## src/verilog/diit_consts.svh

```systemverilog
/*
 * constants for the dual internal interval timer: csr addresses,
 * control field positions, reset values, interrupt bits and causes.
 * assumes a 12-bit csr address space and 32-bit csr data.
 */
`ifndef DIIT_CONSTS_SVH
`define DIIT_CONSTS_SVH

// ----------------------------------------------------------------------
// csr addresses
// ----------------------------------------------------------------------
`define DIIT_ADDR_COUNT0   12'h7d2
`define DIIT_ADDR_LIMIT0   12'h7d3
`define DIIT_ADDR_CTRL0    12'h7d4
`define DIIT_ADDR_COUNT1   12'h7d5
`define DIIT_ADDR_LIMIT1   12'h7d6
`define DIIT_ADDR_CTRL1    12'h7d7
`define DIIT_ADDR_MIE      12'h304
`define DIIT_ADDR_MIP      12'h344

// ----------------------------------------------------------------------
// control fields and reset values
// ----------------------------------------------------------------------
`define DIIT_CTRL_W        3
`define DIIT_CTRL_RST      3'h1
`define DIIT_COUNT_RST     32'h0000_0000
`define DIIT_LIMIT_RST     32'hffff_ffff

// ----------------------------------------------------------------------
// local interrupt bit positions in mip/mie and cause codes
// ----------------------------------------------------------------------
`define DIIT_IRQ_BIT0      29
`define DIIT_IRQ_BIT1      28
`define DIIT_CAUSE0        32'h8000_001d
`define DIIT_CAUSE1        32'h8000_001c

`endif

```

## src/verilog/diit_pkg.sv

```systemverilog
/*
 * types for the dual internal interval timer: csr request, core state
 * and timer control carriers.
 * assumes the constants header is compiled alongside.
 */
package diit_pkg;

    // ------------------------------------------------------------------
    // csr access from the core, same clock domain
    // ------------------------------------------------------------------
    typedef struct packed {
        logic        wr_en;    // write commits this cycle
        logic [11:0] wr_addr;  // csr write address
        logic [31:0] wr_data;  // csr write data
        logic [11:0] rd_addr;  // csr read address
    } diit_csr_req_type;

    // ------------------------------------------------------------------
    // core activity levels seen by the timers
    // ------------------------------------------------------------------
    typedef struct packed {
        logic sleep_halted;  // sleep halted state
        logic pausing;       // executing a pause
        logic debug_mode;    // in debug mode
        logic single_step;   // running a single-stepped instruction
        logic debug_halted;  // debug halted state
    } diit_core_state_type;

    // ------------------------------------------------------------------
    // per-timer control register fields, bit 2 down to bit 0
    // ------------------------------------------------------------------
    typedef struct packed {
        logic pause_count_allow;
        logic sleep_count_allow;
        logic count_enable;
    } diit_ctrl_type;

endpackage

```

## src/verilog/diit_timers.sv

```systemverilog
/*
 * dual internal interval timer: two 32-bit counters with bound and
 * control csrs, local interrupt pulses, cause selection, pause end and
 * sleep wake requests.
 * assumes csr requests and core state come from logic on I_SYS_CLK, and
 * that the core arbitrates the higher standard interrupts itself and
 * reports them on I_HIGHER_IRQ.
 */
`timescale 1ns/100ps
`include "diit_consts.svh"

module diit_timers #(
    parameter int W = 32  // counter and bound width
) (
    input  wire logic                           I_SYS_CLK,
    input  wire logic                           I_RST_B,
    input  wire diit_pkg::diit_csr_req_type     I_CSR_REQ,
    input  wire diit_pkg::diit_core_state_type  I_CORE_STATE,
    input  wire logic                           I_HIGHER_IRQ,
    output logic [31:0]                         O_CSR_RDATA,
    output logic [31:0]                         O_MIP_BITS,
    output logic                                O_IRQ_TAKE,
    output logic [31:0]                         O_IRQ_CAUSE,
    output logic                                O_PAUSE_END,
    output logic                                O_SLEEP_WAKE
);

    // ------------------------------------------------------------------
    // per-timer address and bit tables
    // ------------------------------------------------------------------
    localparam logic [11:0] ADDR_COUNT [2] = '{`DIIT_ADDR_COUNT0, `DIIT_ADDR_COUNT1};
    localparam logic [11:0] ADDR_LIMIT [2] = '{`DIIT_ADDR_LIMIT0, `DIIT_ADDR_LIMIT1};
    localparam logic [11:0] ADDR_CTRL  [2] = '{`DIIT_ADDR_CTRL0, `DIIT_ADDR_CTRL1};
    localparam int          IRQ_BIT    [2] = '{`DIIT_IRQ_BIT0, `DIIT_IRQ_BIT1};

    // ------------------------------------------------------------------
    // state and next values
    // ------------------------------------------------------------------
    logic [W-1:0]            count       [2];  // counters, step only while inc holds
    logic [W-1:0]            next_count  [2];
    logic [W-1:0]            limit       [2];  // bound registers
    logic [W-1:0]            next_limit  [2];
    diit_pkg::diit_ctrl_type ctrl        [2];  // control registers
    diit_pkg::diit_ctrl_type next_ctrl   [2];
    logic [1:0]              allow;            // mie enables, index = timer
    logic [1:0]              next_allow;
    logic [1:0]              hit;              // count at or above bound
    logic [1:0]              inc;              // increment conditions hold
    logic [1:0]              wr_cnt;           // write to a counter
    logic [1:0]              live;             // hit and enabled in mie
    logic [31:0]             next_rdata;       // read mux result
    logic                    next_take;        // interrupt taken
    logic [31:0]             next_cause;       // cause for the take
    logic                    next_pause_end;   // end the pause
    logic                    next_wake;        // wake from sleep

    // ------------------------------------------------------------------
    // timers
    // ------------------------------------------------------------------
    for (genvar t = 0; t < 2; t++) begin : g_tmr

        // bound compare, unsigned
        assign hit[t] = (count[t] >= limit[t]);

        // counter write strobe
        assign wr_cnt[t] = I_CSR_REQ.wr_en && (I_CSR_REQ.wr_addr == ADDR_COUNT[t]);

        // increment conditions
        always_comb begin
            inc[t] = ctrl[t].count_enable
                   && (!I_CORE_STATE.sleep_halted || ctrl[t].sleep_count_allow)
                   && (!I_CORE_STATE.pausing || ctrl[t].pause_count_allow)
                   && (!I_CORE_STATE.debug_mode || I_CORE_STATE.single_step);
        end

        // next counter, bound and control values
        always_comb begin
            next_count[t] = count[t];
            next_limit[t] = limit[t];
            next_ctrl[t]  = ctrl[t];
            if (hit[t]) begin
                // clearing beats a software write in the same cycle
                next_count[t] = `DIIT_COUNT_RST;
            end else if (wr_cnt[t]) begin
                // software value lands as written
                next_count[t] = I_CSR_REQ.wr_data[W-1:0];
            end else if (inc[t]) begin
                // one step per core clock
                next_count[t] = count[t] + W'(1);
            end
            if (I_CSR_REQ.wr_en && (I_CSR_REQ.wr_addr == ADDR_LIMIT[t])) begin
                // any bound value is legal
                next_limit[t] = I_CSR_REQ.wr_data[W-1:0];
            end
            if (I_CSR_REQ.wr_en && (I_CSR_REQ.wr_addr == ADDR_CTRL[t])) begin
                // only the three field bits are kept
                next_ctrl[t] = I_CSR_REQ.wr_data[`DIIT_CTRL_W-1:0];
            end
        end

        // timer registers
        always_ff @(posedge I_SYS_CLK or negedge I_RST_B) begin
            if (!I_RST_B) begin
                count[t] <= `DIIT_COUNT_RST;
                limit[t] <= `DIIT_LIMIT_RST;
                ctrl[t]  <= `DIIT_CTRL_RST;
            end else begin
                count[t] <= next_count[t];
                limit[t] <= next_limit[t];
                ctrl[t]  <= next_ctrl[t];
            end
        end

    end

    // ------------------------------------------------------------------
    // mie enable bits for the two local interrupts
    // ------------------------------------------------------------------
    always_comb begin
        next_allow = allow;
        if (I_CSR_REQ.wr_en && (I_CSR_REQ.wr_addr == `DIIT_ADDR_MIE)) begin
            // timer 0 enable in bit 29, timer 1 in bit 28
            next_allow = {I_CSR_REQ.wr_data[`DIIT_IRQ_BIT1],
                          I_CSR_REQ.wr_data[`DIIT_IRQ_BIT0]};
        end
    end

    // mie enable register, both clear at reset
    always_ff @(posedge I_SYS_CLK or negedge I_RST_B) begin
        if (!I_RST_B) begin
            allow <= 2'h0;
        end else begin
            allow <= next_allow;
        end
    end

    // pending bits, unlatched so they show only while at or above the bound
    always_comb begin
        O_MIP_BITS                 = 32'h0000_0000;
        O_MIP_BITS[`DIIT_IRQ_BIT0] = hit[0];
        O_MIP_BITS[`DIIT_IRQ_BIT1] = hit[1];
    end

    // ------------------------------------------------------------------
    // interrupt selection, pause end and sleep wake
    // ------------------------------------------------------------------
    always_comb begin
        live           = hit & allow;
        // higher standard interrupts suppress this cycle's pulse
        next_take      = (|live) && !I_HIGHER_IRQ;
        // timer 0 first when both fire together
        next_cause     = live[0] ? `DIIT_CAUSE0 : `DIIT_CAUSE1;
        // pause ends only on a timer that may count while pausing
        next_pause_end = I_CORE_STATE.pausing && !I_CORE_STATE.debug_halted
                       && ((live[0] && ctrl[0].pause_count_allow)
                           || (live[1] && ctrl[1].pause_count_allow));
        // sleep wake ignored in the debug halted state
        next_wake      = I_CORE_STATE.sleep_halted && !I_CORE_STATE.debug_halted
                       && ((live[0] && ctrl[0].sleep_count_allow)
                           || (live[1] && ctrl[1].sleep_count_allow));
    end

    // ------------------------------------------------------------------
    // csr read mux, unmapped addresses read zero
    // ------------------------------------------------------------------
    always_comb begin
        next_rdata = 32'h0000_0000;
        unique case (I_CSR_REQ.rd_addr)
            `DIIT_ADDR_COUNT0 : next_rdata = 32'(count[0]);
            `DIIT_ADDR_LIMIT0 : next_rdata = 32'(limit[0]);
            `DIIT_ADDR_CTRL0  : next_rdata = {29'h0000_0000, ctrl[0]};
            `DIIT_ADDR_COUNT1 : next_rdata = 32'(count[1]);
            `DIIT_ADDR_LIMIT1 : next_rdata = 32'(limit[1]);
            `DIIT_ADDR_CTRL1  : next_rdata = {29'h0000_0000, ctrl[1]};
            `DIIT_ADDR_MIE    : begin
                next_rdata[`DIIT_IRQ_BIT0] = allow[0];
                next_rdata[`DIIT_IRQ_BIT1] = allow[1];
            end
            `DIIT_ADDR_MIP    : next_rdata = O_MIP_BITS;
            default           : next_rdata = 32'h0000_0000;
        endcase
    end

    // ------------------------------------------------------------------
    // output registers
    // ------------------------------------------------------------------
    always_ff @(posedge I_SYS_CLK or negedge I_RST_B) begin
        if (!I_RST_B) begin
            O_CSR_RDATA  <= 32'h0000_0000;
            O_IRQ_TAKE   <= 1'b0;
            O_IRQ_CAUSE  <= 32'h0000_0000;
            O_PAUSE_END  <= 1'b0;
            O_SLEEP_WAKE <= 1'b0;
        end else begin
            O_CSR_RDATA  <= next_rdata;
            O_IRQ_TAKE   <= next_take;
            O_IRQ_CAUSE  <= next_cause;
            O_PAUSE_END  <= next_pause_end;
            O_SLEEP_WAKE <= next_wake;
        end
    end
endmodule // diit_timers
```

## config.mk

```make
export PLATFORM = sky130hd
export DESIGN_NAME = diit_timers
export DESIGN_NICKNAME = d
export VERILOG_FILES = /design/src/verilog/diit_pkg.sv /design/src/verilog/diit_timers.sv
export VERILOG_INCLUDE_DIRS = /design/src /design/src/verilog
export SDC_FILE = /design/constraint.sdc
export NUM_CORES = 1
export LEC_CHECK = 0
export ABC_AREA = 1
export BUFFER_PORTS_ARGS = -buffer_cell sky130_fd_sc_hd__buf_4
export CORE_UTILIZATION = 45
export CTS_CLUSTER_DIAMETER = 50
export DETAILED_ROUTE_END_ITERATION = 16
export PLACE_DENSITY = 0.63
export REMOVE_ABC_BUFFERS = 1
export SYNTH_ARGS = -nofsm -noshare
export SYNTH_HDL_FRONTEND = slang
export SYNTH_SLANG_ARGS = --single-unit
```

## constraint.sdc

```tcl
create_clock -name I_SYS_CLK -period 2.6 [get_ports I_SYS_CLK]
set_input_delay 0.26 -clock I_SYS_CLK [delete_from_list [all_inputs] [get_ports I_SYS_CLK]]
set_output_delay 0.26 -clock I_SYS_CLK [all_outputs]
set_load 0.03 [all_outputs]
```

## Yosys cells after proc, flatten, opt, wreduce, memory -nomap -nowiden

Index checks and enable logic that the tools add are counted.

| word-level totals | value |
|---|---|
| bits in registers | 203 |
| bits of input ports | 65 |

| cells by class | value |
|---|---|
| add/subtract/negate cells | 2 |
| order comparisons | 2 |
| equality and inequality tests | 15 |
| multiplexer cells | 10 |
| bitwise operators | 1 |
| reductions and logical operators | 37 |

Operator list:

| cell | count |
|---|---|
| 2-to-1 mux 32 bit | 6 |
| one-hot mux 28 bit (6 select lines) | 1 |
| equality test 12 x 11 -> 1 bit, second input constant | 12 |
| adder 32 x 1 -> 32 bit, second input constant | 2 |
| >= comparator 32 bit | 2 |
| equality test 12 x 10 -> 1 bit, second input constant | 3 |
| logical AND 1 bit | 22 |
| one-hot mux 2 bit (6 select lines) | 1 |
| one-hot mux 2 bit (4 select lines) | 1 |
| logical OR 1 bit | 7 |
| nonzero test 3 bit | 2 |
| logical NOT 1 bit | 5 |
| AND 2 bit | 1 |
| OR reduction 2 bit | 1 |
| 2-to-1 mux 1 bit | 1 |

## Depth between registers and ports, before layout

| depth | value |
|---|---|
| word-level depth | 8 |
| depth in mapped cells | 18 |

## Worst setup path after synthesis

No wires, ideal clock.

| path | value |
|---|---|
| kind | register to register |
| start point | register limit[61] (netlist name) |
| end point | register count[36] (netlist name) |
| library setup time | 0.065 ns |
| data arrival time | 2.150 ns |
| data required time | 2.535 ns |
| path slack | 0.385 ns |
| cell stages (with the launch flop) | 13 |
| path buffers | 1 |
| path through | dfstp_2 > inv_1 > ha_1 > a21oi_1 > nor2_1 > nor3_1 > nand2_1 > a21oi_1 > nand2_1 > nor2_1 > buf_2 > nand2_1 > nand2_1 |

| between the ends | value |
|---|---|
| cells in the longest elaborated chain, start to end | 2 |

Ends and longest elaborated chain:

| what | line | source |
|---|---|---|
| start, declared | diit_timers.sv:41 | `logic [W-1:0] limit [2];` |
| start signal, assigned by index | diit_timers.sv:105 | `` limit[t] <= `DIIT_LIMIT_RST; `` |
| start signal, assigned by index | diit_timers.sv:109 | `limit[t] <= next_limit[t];` |
| >= comparator 32 bit * | diit_timers.sv:63 | `assign hit[t] = (count[t] >= limit[t]);` |
| via O_MIP_BITS[29] | diit_timers.sv:21 | `output logic [31:0] O_MIP_BITS,` |
| nonzero test 3 bit (no source line) or 2-to-1 mux 32 bit (tied branches) | - |  |
| end signal, assigned by index | diit_timers.sv:104 | `` count[t] <= `DIIT_COUNT_RST; `` |
| end signal, assigned by index | diit_timers.sv:108 | `count[t] <= next_count[t];` |
| end, declared | diit_timers.sv:39 | `logic [W-1:0] count [2];` |

The timed path passes the listed nets; every way through them passes the cells marked *.
A chain may end at the register's enable or synchronous reset.

## Final worst setup path

| path | value |
|---|---|
| start point | register limit[59] (netlist name) |
| end point | register count[54] (netlist name) |

| between the ends | value |
|---|---|
| cells in the longest elaborated chain, start to end | 2 |

Ends and longest elaborated chain:

| what | line |
|---|---|
| >= comparator 32 bit * | diit_timers.sv:63 |
| nonzero test 3 bit (no source line) or 2-to-1 mux 32 bit (tied branches) | - |

Every way passes the cells marked *; elsewhere a longest branch is shown, timed or not.

==> results.toml <==
[setup_path]
critPathKind = "flip-flop to flip-flop"
start_kind = "flip-flop"
crit_fanout = 2
cp.required_ns = 2.91
arrival_ns = 2.85
end_kind = "flip-flop"
rr_worst_depth = 14
rrSetupSlack_ns = 0.07

[sta]
worst_hold_slack_ns = 0.0601
tightest_slew_ns = 0.668
final.period_utilization_pct = 97.4
relSlewSlack_pct = 55.5
finalWorstSetupSlack_ns = 0.0680
fin_setup_tns_ns = 0
min_period_ns = 2.53
finalMaxSlewViolations = 0
skew_ns = 0.00934
setup_viol_count_final = 0
final-hold-violation-count = 0
fmax_mhz = 395

[floorplan]
start_util_pct = 46.1
chipWidth_um = 163
row_count = 58
core_sq_um = 25300
die-area_sq_um = 26500
die_h_um = 163
io_pins = 164

[placement]
portBuffers = 106
gp_congestion = 0.974
place_hpwl_um = 27700
place_ws_ns = 0.00624

[global_route]
antenna_found_initial = 0
grt_pass1_vias = 10400
use_met3_pct = 5.81
use_met1_pct = 39.5
grt_pass1_wl_um = 56900
grt_max_degree = 65
grtUsageMet2_pct = 43.8
top_usage_layer = "met2"
overflow = 0
grt_use_total_pct = 28.4

[drt]
wl_um = 37100
antenna_left = 0
drt_iter0_markers = 898
drc = 0
vias_per_cell = 5.36
wire_per_inst_um = 17.9
first_pass_iters = 5
dr_total_vias = 11100

[power_and_ir_drop]
power.density_nw_per_um2 = 426
power_frac_clock_pct = 45.6
net-switching-power_w = 0.00146
p_seq_share_pct = 46.4
ir_drop_uv = 316
swShare_pct = 25.1
p_leak_nw = 6.42
intPower_w = 0.00437
p_comb_share_pct = 7.9

[synth]
syn_area_sq_um = 11700
synth_common_cells = "nand2_1, inv_1, o21ai_0, dfrtp_1, nor2_1"
yosysSeqAreaShare_pct = 37.9
synth-edff-count = 0
yosysMostFrequentCell = "nand2_1"
synth-async-reset-ratio_pct = 100
ys_ff_latch = 173
synth_area_leader_cell = "dfrtp_1"
synthCells = 1596
synthDistinctLibCells = 45
netlist.area_leader.share_pct = 23.0
yosys_warnings = 0
synth.avg_cell_area_sq_um = 7.30
ys_top_cells_by_area = "dfrtp_1, dfstp_2, nand2_1"
ys.flop_type = "dfrtp_1"

[worst_hold_path]
worstHoldPathType = "input port to flip-flop"
holdPathStages = 4

[clocking]
clk_latency_ns = 0.44
cts_buffer_depth = 2
cts_tree = "built"
clock-root-buffer = "clkbuf_16"
cts_sinks = 173
htree_levels = 4
clk_pin_slew_ns = 0.07
cts_buffers = 17

[finish]
ff_latch_area_sq_um = 4410
multiInputGateArea_sq_um = 6060
fillerInstances = 2500
layout.nets = 1860
drive_above_1_share_pct = 18.7
area_growth_pct = 17.5

[flow_run]
cap_viol_max_count = 0

[outcome]
outcome = "complete, no violations"
==> metrics by stage <==
stage	instance area [sq um]	power, W	utilization (%)	cells
6_report	13700	0.00584	54.2	2073
5_1_grt	13700	0.00600	54.2	2072
4_1_cts	13500	0.00585	53.5	2070
3_5_place_dp	12800	0.00319	50.7	2028
3_3_place_gp	12800	0.00319	50.7	2028
2_1_floorplan	11200	0.00296	-	1549
==> flip-flops by register name, indices dropped and copies added, names as in the netlist <==
signal and count:
limit 64, ctrl 6, count 64, O_IRQ_CAUSE 2, O_SLEEP_WAKE 1, O_PAUSE_END 1, O_CSR_RDATA 32, allow 2
O_IRQ_TAKE 1
==> per-layer routing <==
layer  share of wire, %  vias up
met5                  0        -
met4                2.7        0
li1                   -     5316
met3                8.1       70
met2                 45      477
met1                 44     5254
==> repair_timing <==
| action | 4_1_cts | 5_1_grt |
|---|---|---|
| endpoints found under the hold margin | 41 | 0 |
| pin swaps | 4 | 14 |
| endpoints found under the setup margin | 3 | 63 |
| gates resized for setup | 8 | 36 |
| setup buffers | 8 | 2 |
| hold buffers | 2 | 0 |
==> worst max-delay path: stages (launching register included) <==
cell and delay, ns:
dfstp_2 0.53, inv_1 0.05, ha_1 0.30, nand2_1 0.07, nor2_1 0.24, nand2_1 0.16
nor2_1 0.14, nand2_2 0.08, buf_4 0.13, buf_4 0.12, buf_4 0.12, buf_4 0.12
buf_4 0.12, o211ai_1 0.16, nor2_1 0.07
==> cell type report <==
type / count / share of cell area (%)
diodes: 1 / 0.0183
clock buffers: 22 / 3.32
clock inverters: 10 / 1.02
inverters: 244 / 6.73
multi-input cells: 1132 / 44.3
flip-flops and latches: 173 / 32.2
well taps: 330 / 3.02
repair buffers: 161 / 9.40
==> placed cells by master (no fill, tap or decap), drive strengths merged, types with 2 or more instances in the layout <==
cell         count
dfstp           66
o21a             4
clkbuf          22
o2111ai          5
a21oi           48
o221ai          21
nand3           84
conb            58
nor3            40
o211ai           2
o22ai           33
dlygate4sd3      2
buf            159
nor4             7
nor3b            2
nand2          462
and3             2
nor2            96
clkinvlp         3
ha              66
a21o             4
xor2            31
o21ai          142
dfrtp          107
bufinv           3
nand4           20
inv            243
clkinv           5
==> power groups by stage <==
stage | Clock (W) | Sequential (W) | Combinational [W]
CTS | 0.00269 | 0.00271 | 0.000456
global route | 0.00279 | 0.00271 | 0.000500
global placement | 0 | 0.00276 | 0.000435
detailed placement | 0 | 0.00276 | 0.000437
floorplan | 0 | 0.00276 | 0.000198
finish | 0.00266 | 0.00271 | 0.000464
==> kinds of logic (layout without fill, tap and decap cells) <==
| group | count (synthesis) | after routing | share of synthesized area, % |
|---|---|---|---|
| simple gates | 714 | 714 | 26.0 |
| buf+inv | 347 | 437 | 13.5 |
| compound gates | 262 | 262 | 13.0 |
| flops | 173 | 173 | 37.9 |
| fa+ha+maj | 66 | 66 | 7.09 |
| xor+xnor | 32 | 32 | 2.41 |
| other cells | 2 | 59 | 0.0645 |
==> path summary, 6_finish.rpt <==
check,from,end
hold / removal,I_CORE_STATE[0],O_PAUSE_END
setup reg to reg,limit[59],count[54]
min in group asynchronous,I_RST_B,O_CSR_RDATA[11]
hold reg to reg,limit[44],limit[44]
setup / recovery,limit[59],count[54]
max in group asynchronous,I_RST_B,limit[24]
(Power assumes the default switching activity.)
